## config.mk

```make
export PLATFORM = sky130hd
export DESIGN_NAME = zdc_mode_ctrl
export DESIGN_NICKNAME = d
export VERILOG_FILES = /design/src/rtl/zdc_pkg.sv /design/src/rtl/zdc_mode_ctrl.sv
export VERILOG_INCLUDE_DIRS = /design/src /design/src/rtl
export SDC_FILE = /design/constraint.sdc
export NUM_CORES = 1
export LEC_CHECK = 0
export BUFFER_PORTS_ARGS = -buffer_cell sky130_fd_sc_hd__buf_2
export CORE_MARGIN = 1
export CORE_UTILIZATION = 50
export DETAILED_ROUTE_END_ITERATION = 7
export PLACE_DENSITY = 0.81
export REMOVE_ABC_BUFFERS = 1
export SYNTH_ARGS = -nofsm -noshare
export SYNTH_HDL_FRONTEND = slang
export SYNTH_SLANG_ARGS = --single-unit
```

## constraint.sdc

```tcl
create_clock -name clk -period 6.65 [get_ports clk]
set_input_delay 0.3325 -clock clk [delete_from_list [all_inputs] [get_ports clk]]
set_output_delay 0.3325 -clock clk [all_outputs]
set_load 0.01 [all_outputs]
```

## src/rtl/zdc_cfg.svh

```systemverilog
// Purpose: Constants for the zero-delay clock mode control block.
// Assumes: Included by the package and the design by its bare name.
// Notes: Offsets are byte addresses of 32-bit registers.
`ifndef ZDC_CFG_SVH
`define ZDC_CFG_SVH

// Widths of the internal counters, the event fields and the register port.
`define ZDC_PW 16
`define ZDC_GW 8
`define ZDC_AW 8
`define ZDC_DW 32
`define ZDC_EVW 3

// Register byte offsets.
`define ZDC_OFS_CTRL 8'h00
`define ZDC_OFS_STATUS 8'h04
`define ZDC_OFS_IRQ_STAT 8'h08
`define ZDC_OFS_IRQ_MASK 8'h0c

// Mode select codes.
`define ZDC_SEL_OFF 2'h0
`define ZDC_SEL_RSVD 2'h1
`define ZDC_SEL_BYPASS 2'h2
`define ZDC_SEL_PLL 2'h3

// Event bit positions in the status and mask registers.
`define ZDC_EV_LOCK 0
`define ZDC_EV_LOSS 1
`define ZDC_EV_RSVD 2

// Control bit: write one to restart acquisition.
`define ZDC_CTRL_RESTART 0

// Status field positions.
`define ZDC_ST_LOCK 0
`define ZDC_ST_FSM 1
`define ZDC_ST_SEL 3
`define ZDC_ST_RANGE 5
`define ZDC_ST_DBL 6

// Reset values and defaults of the loop model.
`define ZDC_MASK_RST 3'h0
`define ZDC_LOCK_REFS 16
`define ZDC_WIN 2
`define ZDC_LO_HMIN 16'h0004
`define ZDC_LO_HMAX 16'h00ff
`define ZDC_HI_HMIN 16'h0001
`define ZDC_HI_HMAX 16'h0003
`define ZDC_NOUT 10

`endif

```

## src/rtl/zdc_pkg.sv

```systemverilog
// Purpose: Types for the zero-delay clock mode control block.
// Assumes: zdc_cfg.svh gives the widths.
// Notes: One packed struct holds all block state.
`include "zdc_cfg.svh"

package zdc_pkg;

    // Loop state, Gray coded along off, acquire, locked.
    typedef enum logic [1:0] {
        ZDC_OFF = 2'h0,
        ZDC_ACQ = 2'h1,
        ZDC_LOCK = 2'h3
    } zdc_fsm_t;

    typedef struct packed {
        zdc_fsm_t st;
        logic [1:0] sel;
        logic range;
        logic dbl;
        logic ref_q;
        logic fb_q;
        logic [`ZDC_PW-1:0] per_cnt;
        logic [`ZDC_PW-1:0] per;
        logic [`ZDC_PW-1:0] ph_cnt;
        logic [`ZDC_PW-1:0] gen_cnt;
        logic gen_clk;
        logic adv;
        logic ret;
        logic aligned;
        logic [`ZDC_GW-1:0] good;
        logic q;
        logic oe;
        logic lock;
        logic [`ZDC_EVW-1:0] stat;
        logic [`ZDC_EVW-1:0] mask;
        logic [`ZDC_DW-1:0] rdata;
    } zdc_state_t;

endpackage

```

## src/rtl/zdc_mode_ctrl.sv

```systemverilog
// What this block does
// - Lock output high once loop is locked.
// - Lock output low while loop still acquiring.
// - Select code sets tri-state, bypass or loop.
// - Range input picks the output frequency band.
// - Double input runs outputs at twice reference in loop mode.
// - Unconnected range and double inputs read low.
// - Longer feedback delay moves outputs earlier.
//
// Purpose: Mode, frequency and lock control of a zero-delay buffer.
// Assumes: All inputs synchronous to clk; straps held static.
// Notes: The loop is a digital model in clk cycles, not analog.
`timescale 1ns/1ps
`default_nettype none
`include "zdc_cfg.svh"

module zdc_mode_ctrl
    import zdc_pkg::*;
#(
    parameter int NOUT = `ZDC_NOUT,
    parameter logic [`ZDC_GW-1:0] LOCK_REFS = `ZDC_GW'(`ZDC_LOCK_REFS),
    parameter logic [`ZDC_PW-1:0] WIN = `ZDC_PW'(`ZDC_WIN),
    parameter logic [`ZDC_PW-1:0] LO_HMIN = `ZDC_LO_HMIN,
    parameter logic [`ZDC_PW-1:0] LO_HMAX = `ZDC_LO_HMAX,
    parameter logic [`ZDC_PW-1:0] HI_HMIN = `ZDC_HI_HMIN,
    parameter logic [`ZDC_PW-1:0] HI_HMAX = `ZDC_HI_HMAX
) (
    input wire logic clk,
    input wire logic reset,
    input wire logic clk_en,
    input wire logic [1:0] output_mode_select,
    input wire logic range_select,
    input wire logic range_select_drv,
    input wire logic freq_double_select,
    input wire logic freq_double_drv,
    input wire logic ref_in,
    input wire logic loop_return_in_p,
    input wire logic loop_return_in_n,
    output logic [NOUT-1:0] q_out_p,
    output logic [NOUT-1:0] q_out_n,
    output logic [NOUT-1:0] q_out_oe,
    output logic loop_drive_out_p,
    output logic loop_drive_out_n,
    output logic loop_drive_out_oe,
    output logic lock_out,
    input wire logic [`ZDC_AW-1:0] reg_addr,
    input wire logic [`ZDC_DW-1:0] reg_wdata,
    input wire logic reg_wr,
    input wire logic reg_rd,
    output logic [`ZDC_DW-1:0] reg_rdata,
    output logic irq
);

    zdc_state_t r_reg;
    zdc_state_t r_next;

    logic fb;
    logic ref_rise;
    logic fb_rise;
    logic pll_on;
    logic hit;
    logic in_band;
    logic [`ZDC_PW-1:0] half;
    logic [`ZDC_PW-1:0] step;
    logic [`ZDC_PW-1:0] sum;
    logic [`ZDC_PW-1:0] cyc;
    logic [`ZDC_PW-1:0] ph;
    logic [`ZDC_EVW-1:0] ev;
    logic [`ZDC_EVW-1:0] w1c;

    // All next-state logic in one place; the struct is registered below.
    always_comb begin
        r_next = r_reg;
        ev = '0;
        w1c = '0;
        // Feedback pair taken as true when the p leg is high and the n leg is low.
        fb = loop_return_in_p & ~loop_return_in_n;
        ref_rise = ref_in & ~r_reg.ref_q;
        fb_rise = fb & ~r_reg.fb_q;
        r_next.ref_q = ref_in;
        r_next.fb_q = fb;
        r_next.sel = output_mode_select;
        // A strap with no driver falls to its pull-down level.
        r_next.range = range_select & range_select_drv;
        r_next.dbl = freq_double_select & freq_double_drv;
        pll_on = (r_reg.sel == `ZDC_SEL_PLL);

        // Reference period in clk cycles, saturating when it stops.
        if (ref_rise) begin
            r_next.per = r_reg.per_cnt + `ZDC_PW'(1);
            r_next.per_cnt = '0;
        end else if (r_reg.per_cnt != '1) begin
            r_next.per_cnt = r_reg.per_cnt + `ZDC_PW'(1);
        end

        // Half period of the generated clock, halved again to double.
        half = r_reg.dbl ? (r_reg.per >> 2) : (r_reg.per >> 1);
        if (half == '0) begin
            half = `ZDC_PW'(1);
        end

        // The loop only locks when the output lands in the chosen band.
        if (r_reg.range) begin
            in_band = (half >= HI_HMIN) && (half <= HI_HMAX);
        end else begin
            in_band = (half >= LO_HMIN) && (half <= LO_HMAX);
        end

        // Generator: a lagging feedback adds a step, a leading one
        // drops a step, so extra feedback delay pulls edges earlier.
        if (r_reg.adv) begin
            step = `ZDC_PW'(2);
        end else if (r_reg.ret) begin
            step = '0;
        end else begin
            step = `ZDC_PW'(1);
        end
        sum = r_reg.gen_cnt + step;
        if (!pll_on) begin
            r_next.gen_cnt = '0;
            r_next.gen_clk = 1'b0;
        end else if (sum >= half) begin
            r_next.gen_cnt = '0;
            r_next.gen_clk = ~r_reg.gen_clk;
        end else begin
            r_next.gen_cnt = sum;
        end

        // Phase detector measured from the last reference edge.
        r_next.adv = 1'b0;
        r_next.ret = 1'b0;
        if (ref_rise) begin
            r_next.ph_cnt = '0;
        end else if (r_reg.ph_cnt != '1) begin
            r_next.ph_cnt = r_reg.ph_cnt + `ZDC_PW'(1);
        end
        // When doubling, every other feedback edge lands mid-period, so
        // the phase is folded onto one output period before it is judged.
        cyc = r_reg.dbl ? (r_reg.per >> 1) : r_reg.per;
        ph = (r_reg.ph_cnt >= cyc) ? (r_reg.ph_cnt - cyc) : r_reg.ph_cnt;
        hit = r_reg.aligned | fb_rise;
        if (ref_rise) begin
            r_next.aligned = 1'b0;
        end else if (fb_rise && pll_on) begin
            if (ph < WIN) begin
                r_next.aligned = 1'b1;
            end else if ((cyc - ph) <= WIN) begin
                r_next.aligned = 1'b1;
            end else if (ph < (cyc >> 1)) begin
                r_next.adv = 1'b1;
            end else begin
                r_next.ret = 1'b1;
            end
        end

        // Count consecutive aligned reference edges.
        if (!pll_on || r_reg.st == ZDC_OFF) begin
            r_next.good = '0;
        end else if (ref_rise) begin
            if (hit && in_band) begin
                if (r_reg.good != LOCK_REFS) begin
                    r_next.good = r_reg.good + `ZDC_GW'(1);
                end
            end else begin
                r_next.good = '0;
            end
        end

        // Loop state; a restart write forces a fresh acquisition.
        unique case (r_reg.st)
            ZDC_OFF: begin
                if (pll_on) begin
                    r_next.st = ZDC_ACQ;
                end
            end
            ZDC_ACQ: begin
                if (!pll_on) begin
                    r_next.st = ZDC_OFF;
                end else if (r_reg.good == LOCK_REFS) begin
                    r_next.st = ZDC_LOCK;
                end
            end
            ZDC_LOCK: begin
                if (!pll_on) begin
                    r_next.st = ZDC_OFF;
                end else if (ref_rise && !(hit && in_band)) begin
                    r_next.st = ZDC_ACQ;
                    r_next.good = '0;
                end
            end
            default: begin
                r_next.st = ZDC_OFF;
            end
        endcase
        if (reg_wr && reg_addr == `ZDC_OFS_CTRL &&
            reg_wdata[`ZDC_CTRL_RESTART] && pll_on) begin
            r_next.st = ZDC_ACQ;
            r_next.good = '0;
        end

        // Lock shows only the locked state, so it is low while
        // acquiring and whenever the loop is shut down.
        r_next.lock = (r_next.st == ZDC_LOCK);

        // Output source per select code; the reserved code is
        // treated as a full shutdown so the pins stay quiet.
        unique case (r_reg.sel)
            `ZDC_SEL_BYPASS: begin
                r_next.oe = 1'b1;
                r_next.q = ref_in;
            end
            `ZDC_SEL_PLL: begin
                r_next.oe = 1'b1;
                r_next.q = r_next.gen_clk;
            end
            `ZDC_SEL_OFF, `ZDC_SEL_RSVD: begin
                r_next.oe = 1'b0;
                r_next.q = 1'b0;
            end
        endcase

        // Events: lock gained, lock lost, reserved code applied.
        ev[`ZDC_EV_LOCK] = r_next.lock & ~r_reg.lock;
        ev[`ZDC_EV_LOSS] = r_reg.lock & ~r_next.lock;
        ev[`ZDC_EV_RSVD] = (output_mode_select == `ZDC_SEL_RSVD) &&
                           (r_reg.sel != `ZDC_SEL_RSVD);

        // Register writes; a new event wins over a same-cycle clear.
        if (reg_wr && reg_addr == `ZDC_OFS_IRQ_STAT) begin
            w1c = reg_wdata[`ZDC_EVW-1:0];
        end
        r_next.stat = (r_reg.stat & ~w1c) | ev;
        if (reg_wr && reg_addr == `ZDC_OFS_IRQ_MASK) begin
            r_next.mask = reg_wdata[`ZDC_EVW-1:0];
        end

        // Read data appear in the cycle after the strobe only.
        r_next.rdata = '0;
        if (reg_rd) begin
            unique case (reg_addr)
                `ZDC_OFS_STATUS: begin
                    r_next.rdata[`ZDC_ST_LOCK] = r_reg.lock;
                    r_next.rdata[`ZDC_ST_FSM+:2] = r_reg.st;
                    r_next.rdata[`ZDC_ST_SEL+:2] = r_reg.sel;
                    r_next.rdata[`ZDC_ST_RANGE] = r_reg.range;
                    r_next.rdata[`ZDC_ST_DBL] = r_reg.dbl;
                end
                `ZDC_OFS_IRQ_STAT: begin
                    r_next.rdata[`ZDC_EVW-1:0] = r_reg.stat;
                end
                `ZDC_OFS_IRQ_MASK: begin
                    r_next.rdata[`ZDC_EVW-1:0] = r_reg.mask;
                end
                default: begin
                    r_next.rdata = '0;
                end
            endcase
        end
    end

    // Single state register; clk_en low freezes every field.
    always_ff @(posedge clk) begin
        if (reset) begin
            r_reg <= '0;
            r_reg.st <= ZDC_OFF;
            r_reg.mask <= `ZDC_MASK_RST;
        end else if (clk_en) begin
            r_reg <= r_next;
        end
    end

    // Every output buffer copies the same registered source.
    genvar gi;
    generate
        for (gi = 0; gi < NOUT; gi++) begin : g_out
            assign q_out_p[gi] = r_reg.q;
            assign q_out_n[gi] = ~r_reg.q;
            assign q_out_oe[gi] = r_reg.oe;
        end
    endgenerate

    assign loop_drive_out_p = r_reg.q;
    assign loop_drive_out_n = ~r_reg.q;
    assign loop_drive_out_oe = r_reg.oe;
    assign lock_out = r_reg.lock;
    assign reg_rdata = r_reg.rdata;
    // Level interrupt while any unmasked event bit stands.
    assign irq = |(r_reg.stat & r_reg.mask);
endmodule // zdc_mode_ctrl

`default_nettype wire

```

# == Word level (Yosys, flattened, before mapping) ==
# Index checks and enable logic that the tools add are counted.
# totals
register_bits,125
latch_bits,0
ramBits,0
romBits,0
in_bits,54
out_inout_bits,67
wordCells,142
memories,0
# classes
add_sub_neg,6
mul,0
n_div,0
order_cmp,9
n_eq_ne,15
shift,0
n_mux,43
bitwise_logic,19
reduce_logical,29
# op_table
operator,n
$mux 16,7
$mux 8,8
$add 16x1->16 const B,2
$ge 16x16->1,2
$le 16x2->1 const B,2
$ne 16x16->1 const B,2
$sub 16x16->16,2
$mux 15,2
$mux 2,10
$mux 17,1
$add 16x16->16,1
$eq 8x4->1 const B,2
$ge 16x1->1 const B,1
$ge 16x3->1 const B,1
$le 16x8->1 const B,1
$logic_not 16->1,1
$lt 16x15->1,1
$lt 16x2->1 const B,1
$pmux 2 s3,2
$logic_and 1x1->1,11
$pmux 3 s3,1
$add 8x1->8 const B,1
$eq 2x2->1 const B,4
$eq 8x3->1 const B,1
other kinds (24),54

# == Logic depth before layout (Yosys ltp) ==
# Gate-level depths: netlist (run 1).
# depth
depth_word,17
mapped_depth,27
depth_no_buf,24

# == Worst setup path after synthesis (run 1) ==
# No wires, ideal clock.
# synth_timing
path_type,register -> register
start,register r_reg[119] (netlist name)
end,register r_reg[50] (netlist name)
setup_ps,127
arrival_time_ps,5528
t_required_ps,6523
slack_ps,995
stages_incl_launch_ff,23
n_path_buf,4
period_less_slack_ps,5655
path_cell_list,dfxtp_1 buf_6 buf_1 buf_1 mux2i_1 ha_1 and4_4 and4_4 a32o_2 nor2_2 o31ai_1 inv_1 ha_1 clkdlybuf4s15_1 a21o_1 a21o_1 a21oi_1 inv_1 or3_2 o21ai_0 o2111ai_1 nor4_2 o21ai_1
# synth_between
elab_chain_cells,9
word_cells_on_any_way,13
classes_between,2 x add/sub; 4 x order compare; 7 x mux
# synth_lines
element,line,source
from (decl),zdc_mode_ctrl.sv:54,zdc_state_t r_reg;
from (signal assigned),zdc_mode_ctrl.sv:268,r_reg <= r_next;
$mux 16 (*),zdc_mode_ctrl.sv:139,cyc = r_reg.dbl ? (r_reg.per >> 1) : r_reg.per;
$sub 16x16->16 or $ge 16x16->1 (tied branches),zdc_mode_ctrl.sv:140,ph = (r_reg.ph_cnt >= cyc) ? (r_reg.ph_cnt - cyc) : r_reg.ph_cnt;
$mux 16,zdc_mode_ctrl.sv:140,
$sub 16x16->16 or $lt 16x15->1 (tied branches),"zdc_mode_ctrl.sv:147, zdc_mode_ctrl.sv:149",
$le 16x2->1 or $mux 1 (tied branches),"zdc_mode_ctrl.sv:147, zdc_mode_ctrl.sv:149",
$mux 2,zdc_mode_ctrl.sv:147,end else if ((cyc - ph) <= WIN) begin
$mux 2 (*),zdc_mode_ctrl.sv:145,if (ph < WIN) begin
$mux 3 (*),zdc_mode_ctrl.sv:144,end else if (fb_rise && pll_on) begin
$mux 2 (*),zdc_mode_ctrl.sv:142,if (ref_rise) begin
# Mark *: on every way between the ends. The rest lies on a longest branch, timed or not. The select of a mux whose other input is x is not followed.
# A chain may end at the register's enable or synchronous reset.

# == Final worst setup path (run 1) ==
# layout_timing
start,register r_reg[119] (netlist name)
end,register r_reg[51] (netlist name)
# The elaborated chain is that of the path after synthesis.

==> results by group, run 1 <==
Run status
  – Status: completed

Routing
  – Detail Route Antenna Nets: 0
  – Drt wl/cell: between 15 and 20 um
  – Vias/cell: ~5.8
  – DRC viols: 0
  – Drt total wl: between 15 and 20 mm
  – Vias: about 7.6k
  – DRT iter0 DRCs: 556
  – First-pass iteration count of the detailed router: 6

Timing
  – Max Clock Freq: roughly 0.17 GHz
  – Setup violations, final: 0
  – Slew at the pin closest to its max-slew limit: 1069 ps
  – Period minus WS final: a little under 6000 ps
  – Final setup margin: about 740 ps
  – RSZ-0062 raised after global routing: false
  – Hold violation total from the final report: 0
  – Setup Skew: approximately 11 ps
  – Fin crit share: between 80% and 90%
  – Setup_tns: 0 ps
  – Final slew viol count: 0
  – Slew Limit Headroom: a little over a quarter

CTS
  – Post-CTS setup buffers: 0
  – Hold-fix buffers, CTS: 0
  – Skew-Pair Late Insertion Delay: 360 ps
  – CTS Sinks: 100
  – CTS tree: yes
  – H-tree depth: 3
  – Clk buf depth: 2
  – Clock transition at path regs: approximately 80 ps
  – Root buf cell: clkbuf_16
  – Post-CTS resize count: 0
  – Cts bufs inserted: 9

Setup path
  – Critical Path Fanout Max: 20
  – CP Class: register to register
  – Capturing point of the worst reg2reg path: r_reg[51]$_SDFFE_PP0P_
  – Startpoint types: register
  – Reg2reg setup slack: about 740 ps
  – Req. time, crit path: roughly 6900 ps
  – CP arrival: ~6200 ps
  – Reg-to-Reg Start: r_reg[119]$_SDFFE_PP0P_
  – R2r worst-path depth: 23
  – Worst Setup End Kind: register

Power
  – P_leak: 0.003752 uW
  – Peak VDD IR: approximately 120 uV
  – Pwr Density: between 150 and 200 mW/mm2
  – Power Total: roughly 1500 uW

Layout
  – Fraction of layout cells with a size suffix above 1: 12.36%
  – Number of antenna diodes: 0
  – Layout fillers: about 1.5k
  – Post-Layout Cell Count: around 1.3k
  – Syn-to-layout area delta: 4.969%
  – Number of flip-flops in the largest register: 90
  – Nets: between 1k and 1.5k

Yosys
  – Cell variety after synth: 94
  – Count leader, synth: nand2_1
  – Register area share after synthesis: 23.87%
  – Gate Count Post-Synth: 1,067
  – Synth Area in Compound Gates: about 21%
  – Synthesized area: 0.008386 mm2
  – Yosys Warn Count: 0
  – Area contributors post-synth: dfxtp_1 (24%), ha_1 (9.1%), buf_4 (5.6%), nand2_1 (5.1%), o21ai_0 (4.1%)
  – Most common library cells after synthesis: nand2_1 (114), dfxtp_1 (100), nor2_1 (87)
  – Post-synth top area share: between 20% and 30%
  – Post-Synth XOR/XNOR Area: under 10%
  – Most used flip-flop cell after synthesis: dfxtp_1
  – Number of enable flip-flop cells after synthesis: 0
  – Largest family of logic cells by synthesized area: simple AND/OR/NAND/NOR gates
  – Area leader, netlist: dfxtp_1
  – Async SR Flop Fraction: 0%
  – Flops & latches, synth: 100
  – Mux cell area share after synthesis: approximately 5.4%
  – Syn avg cell area: 7.859 um2
  – Post-Synth Simple-Gate Area: ~23%
  – Fraction of the mapped netlist area in adder cells: approximately a tenth

Min path
  – Min-delay src: output_mode_select[1]
  – Worst hold-check path type: primary input to register
  – Worst Hold End: r_reg[122]$_SDFFE_PP0P_
  – Hold depth: 3

GRT
  – First-pass GRT wire length: approximately 33 mm
  – Initial antenna violation count: 0
  – Grt peak-use layer: met2
  – Grt met2 use: about two fifths
  – GR Util met3: under 10%
  – Total track usage: 22.82%
  – GR Overflow Total: 0
  – Largest net degree at the start of global routing: 42
  – GR Util met1: between 30% and 40%
  – Vias in the first global route: just under 7k

Place
  – Dpl cells: approximately 1.3k
  – DP Worst Slack: approximately 900 ps
  – Post-DP HPWL: roughly 15 mm
  – Placer congestion estimate: between 0.9 and 1
  – Port Buf Inserts: between 60 and 70

Floorplan
  – Core Region: 0.01612 mm2
  – Die area: around 0.017 mm2
  – Die Span Y: 131.5 um
  – Num rows: 46
  – Initial Utilization: 52.03%
  – Ports: around 120
  – Die width: 131.5 um

Run
  – Max_cap viols: 0
==> cell usage in the layout, fill, tap and decap left out, types with 3 or more instances in the layout <==
master | netlist | final
o21a_1 | 9 | 9
a211oi_1 | 10 | 10
nand3_1 | 35 | 35
clkbuf_16 | 0 | 9
nor3b_1 | 8 | 8
or4_1 | 3 | 3
buf_2 | 2 | 66
nand3b_1 | 15 | 15
and2_1 | 7 | 7
nor2_1 | 87 | 86
a32o_1 | 4 | 4
mux2_2 | 7 | 7
xor2_1 | 25 | 25
mux2i_1 | 30 | 30
o31ai_1 | 8 | 8
nor2b_1 | 11 | 10
inv_1 | 47 | 47
a21o_1 | 23 | 23
dfxtp_1 | 100 | 100
a22o_1 | 6 | 6
nand2b_1 | 21 | 21
nand4_1 | 15 | 15
o21ai_0 | 69 | 69
or3_1 | 4 | 4
a21oi_1 | 68 | 68
o211a_1 | 3 | 3
and3_1 | 29 | 29
a22oi_1 | 6 | 6
ha_1 | 61 | 61
a41oi_1 | 3 | 3
nor4_1 | 6 | 6
o2111ai_1 | 6 | 6
o21ai_1 | 5 | 5
nor3_1 | 16 | 16
buf_4 | 62 | 9
nand2_1 | 114 | 114
conb_1 | 1 | 25
xnor2_1 | 37 | 37
o211ai_1 | 9 | 9
==> cell type report <==
type | count | area (um2) | share of cell area (%)
clock buffers | 10 | 239.0 | 2.715
repair buffers | 75 | 397.9 | 4.520
well taps | 216 | 270.3 | 3.070
inverters | 48 | 180.2 | 2.047
clock inverters | 6 | 63.81 | 0.7249
multi-input cells | 845 | 5649 | 64.18
flip-flops and latches | 100 | 2002 | 22.74
==> power by group <==
| group | switching [uW] | internal [uW] | leakage (uW) | total, uW |
|---|---|---|---|---|
| registers | 6.65 | 603 | 0.000807 | 610 |
| clock network | 260 | 276 | 0.000146 | 536 |
| logic | 214 | 140 | 0.00280 | 354 |
==> worst max-delay path by stage <==
stage / startpoint / end / slack, ps
4_1_cts: r_reg[119]$_SDFFE_PP0P_ / r_reg[51]$_SDFFE_PP0P_ / 870
2_1_floorplan: r_reg[119]$_SDFFE_PP0P_ / r_reg[50]$_SDFFE_PP0P_ / 1010
5_1_grt: r_reg[119]$_SDFFE_PP0P_ / r_reg[50]$_SDFFE_PP0P_ / 460
3_5_place_dp: r_reg[119]$_SDFFE_PP0P_ / r_reg[51]$_SDFFE_PP0P_ / 900
3_3_place_gp: r_reg[119]$_SDFFE_PP0P_ / r_reg[50]$_SDFFE_PP0P_ / 940
6_report: r_reg[119]$_SDFFE_PP0P_ / r_reg[51]$_SDFFE_PP0P_ / 740
==> logic make-up (layout without fill, tap and decap cells) <==
group,count (synthesis),in the layout
AO/OA/AOI/OAI,265,265
XOR/XNOR,63,63
adder cells (fa/ha/maj),66,66
buffers and inverters,146,139
flip-flops,100,100
multiplexers,41,41
other,1,25
AND/OR/NAND/NOR,385,385
==> critical path, cell delays in order, from the launching register on <==
cell       delay (ps)
dfxtp_1           420
buf_4             340
mux2_2            430
inv_1             140
ha_1              320
and4_2            280
nor3b_1           150
o21a_1            190
o21ai_0           290
a21o_1            180
a21boi_0           80
o31ai_1           540
inv_1              90
ha_1              440
a21oi_1           120
o21ai_0           190
a21o_1            220
a21oi_1            70
a21oi_1           140
o221ai_1          160
a211oi_1          240
o2111ai_1         190
nor4_2            440
o21ai_1           130
==> routing by layer <==
layer / vias to the layer above / part of all wire [%]
met3: 39 / 5.8
met1: 3525 / 45
met2: 262 / 47
met5: - / 0
li1: 3746 / -
met4: 0 / 2.6
==> per-stage QoR <==
stage	cell area (um2)	hold WS (ps)	utilization (%)
2_1_floorplan	7826	401.6	-
3_5_place_dp	8499	445.3	52.74
4_1_cts	8802	217.3	54.62
5_1_grt	8802	249.0	54.62
6_report	8802	213.9	54.62
3_3_place_gp	8499	432.5	52.74
(Power assumes the default switching activity.)
==> run 2: changes to the inputs <==
CELL_PAD_IN_SITES_DETAIL_PLACEMENT = 0   (was unset)
CELL_PAD_IN_SITES_GLOBAL_PLACEMENT = 1   (was unset)
CORE_UTILIZATION = 43   (was 50)
PLACE_DENSITY = 0.91   (was 0.81)
==> run 2 against run 1 <==
Net effect:
- sequential share of layout area down 0.24 points
- die area increased by 16%
- total power up 3.8%
- first-iteration DRC count down 25%
- non-clock buffer count did not move
- worst setup slack worse by 110 ps
- maximum frequency shrank 1.8%
- critical path type unchanged
==> results by group, run 2 (same netlist as run 1, synthesis figures left out) <==
Run status
  – Status: completed

Power
  – Internal power: 1080 uW (+6.1%)
  – Switching Fraction: 30.55% (-1.5 points)
  – P_leak: 0.003768 uW (+0.45%)
  – Peak VDD IR: 136.9 uV (+9.7%)
  – Pwr Density: 174.8 mW/mm2 (+2.6%)
  – NetSw: 475.3 uW (-1.2%)
  – Reg power frac: 39.2% (-1.5 points)
  – Clock power share: 37.7% (+2.0 points)
  – Combinational Power Share: 23.0% (-0.6 points)

Setup path
  – Max incr delay on CP: 600 ps (+60 ps)
  – Worst Setup End Kind: register
  – Critical path, cell by cell: buf_12 > mux2_2 > inv_1 > ha_1 > and4_2 > nor3b_1 > o21a_1 > o21ai_0 > a21o_1 > a21boi_0 > o31ai_1 > inv_1 > ha_1 > a21oi_1 > o21ai_0 > a21o_1 > a21oi_1 > mux2_2 > a221oi_1 > o2111ai_1 > nor4_2 > o21ai_1
  – Critical Path Fanout Max: 22 (+10%)
  – CP Class: register to register
  – WP buf/inv: 3 (unchanged)
  – Crit path max-delay cell type: dfxtp_1
  – CP arrival: 6250 ps (+100 ps)
  – Startpoint types: register
  – CP delay by family, top: compound AO/OA/AOI/OAI gates
  – Req. time, crit path: 6880 ps (about the same)

Timing
  – Final slew viol count: 0 (unchanged)
  – Slew at the pin closest to its max-slew limit: 1023 ps (-46.31 ps)
  – Setup Skew: 10.66 ps (-0.5638 ps)
  – Min Hold Slack: 233.9 ps (+20.01 ps)
  – Setup_tns: 0 ps (unchanged)
  – Slew Limit Headroom: 29.86% (+3.2 points)
  – Period minus WS final: 6021 ps (+110.1 ps)
  – Fin crit share: 90.54% (+1.7 points)
  – Setup violations, final: 0 (unchanged)
  – Hold violation total from the final report: 0 (unchanged)
  – RSZ-0062 raised after global routing: false
  – Max Clock Freq: 0.1661 GHz (-1.8%)

Floorplan
  – Initial Utilization: 44.38% (-7.7 points)
  – Die area: 0.02006 mm2 (+16%)
  – Die width: 141.6 um (+7.7%)
  – Core Region: 0.01889 mm2 (+17%)
  – Die Span Y: 141.6 um (+7.7%)
  – Num rows: 50 (+8.7%)
  – Ports: 121 (unchanged)

CTS
  – CTS tree: yes
  – H-tree depth: 3 (unchanged)
  – Cts bufs inserted: 9 (unchanged)
  – Clock transition at path regs: 70 ps (about the same)
  – Skew-Pair Late Insertion Delay: 360 ps (about the same)
  – Root buf cell: clkbuf_16
  – Hold-fix buffers, CTS: 0 (unchanged)
  – Clk buf depth: 2 (unchanged)
  – Post-CTS setup buffers: 0 (unchanged)
  – CTS Sinks: 100 (unchanged)
  – Post-CTS resize count: 0 (unchanged)

Layout
  – Number of antenna diodes: 0 (unchanged)
  – Fraction of layout cells with a size suffix above 1: 12.28% (-0.081 points)
  – Nets: 1,196 (unchanged)
  – Most frequent cells in the layout: nand2_1 (114), dfxtp_1 (100), nor2_1 (86), o21ai_0 (69), a21oi_1 (68)
  – Layout fillers: 1,872 (+23%)
  – Number of flip-flops in the largest register: 90 (unchanged)
  – Syn-to-layout area delta: 6.103%
  – Design area: 0.008897 mm2 (+1.1%)
  – Leading cell type in the layout, fill and taps excluded: nand2_1

Routing
  – Drt wl/cell: 15.39 um (+0.25%)
  – Detail Route Antenna Nets: 0 (unchanged)
  – Drt total wl: 20.67 mm (+3.6%)
  – Vias/cell: 5.589 (-4.0%)
  – First-pass iteration count of the detailed router: 5 (-1)
  – DRC viols: 0 (unchanged)
  – DRT iter0 DRCs: 417 (-25%)
  – Vias: 7,506 (-0.87%)

Place
  – Placer congestion estimate: 0.9485 (+2.8%)
  – Placed cell areas: 0.008567 mm2 (+0.79%)
  – Post-DP HPWL: 15.53 mm (+3.8%)
  – Port Buf Inserts: 66 (unchanged)

Min path
  – Worst hold-check path type: primary input to register

Run
  – Max_cap viols: 0 (unchanged)

GRT
  – First-pass GRT wire length: 34.11 mm (+4.6%)
  – Vias in the first global route: 6,865 (+1.8%)
  – GR Overflow Total: 0 (unchanged)
  – Total track usage: 21.12% (-1.7 points)
  – Largest net degree at the start of global routing: 42 (unchanged)
  – Initial antenna violation count: 0 (unchanged)
==> run 2: changes by cell type in the layout (fill, tap and decap cells not counted), sizes merged <==
| cell | before | now |
|---|---|---|
| inv | 52 | 51 |
| bufinv | 0 | 2 |
| clkbuf | 10 | 9 |
| clkinvlp | 1 | 0 |
==> run 2: final timing paths <==
check	startpoint	cells after the start	slack, ps	end
worst max register to register	r_reg[119]$_SDFFE_PP0P_	22	630	r_reg[51]$_SDFFE_PP0P_
worst min-delay path	reg_wdata[1]	3	230	r_reg[33]$_SDFFE_PP0P_
worst min register to register	r_reg[67]$_SDFFE_PP0P_	2	450	r_reg[67]$_SDFFE_PP0P_
worst max-delay path	r_reg[119]$_SDFFE_PP0P_	22	630	r_reg[51]$_SDFFE_PP0P_
==> run 2: area by class of cell <==
class,instances,area [um2],share of cell area (%)
clock inverters,6,105.1,1.181
flip-flops and latches,100,2002,22.50
multi-input cells,845,5649,63.49
well taps,260,325.3,3.656
inverters,48,180.2,2.025
repair buffers,75,410.4,4.613
clock buffers,9,225.2,2.531
==> run 2: layer usage <==
layer | wire length (um) | GRT usage (%)
met1 | 9810 | 28.70
met2 | 9437 | 34.92
met3 | 975 | 1.789
met4 | 442 | 7.640
met5 | 0 | 0
==> run 2: metrics by stage <==
stage	instances	worst slack [ps]	power (uW)	utilization (%)
6_report	1343	628.8	1556	47.09
3_5_place_dp	1328	752.0	976.1	45.34
5_1_grt	1343	244.2	1622	47.09
2_1_floorplan	993	1009	879.4	-
4_1_cts	1343	741.1	1565	47.09
3_3_place_gp	1328	857.4	973.1	45.34
==> run 2: power groups by stage <==
stage | Sequential [uW] | Clock [uW] | Combinational, uW
after detailed placement | 624 | 0 | 352
after floorplan | 628 | 0 | 252
final | 610 | 587 | 359
after CTS | 610 | 600 | 354
after global placement | 624 | 0 | 349
after global routing | 612 | 617 | 394
==> run 2: tightest hold or removal path, delay by kind of cell <==
kind	cells	cell delay, ps
buffers and inverters	1	90
multiplexers	1	60
AND/OR/NAND/NOR	1	70
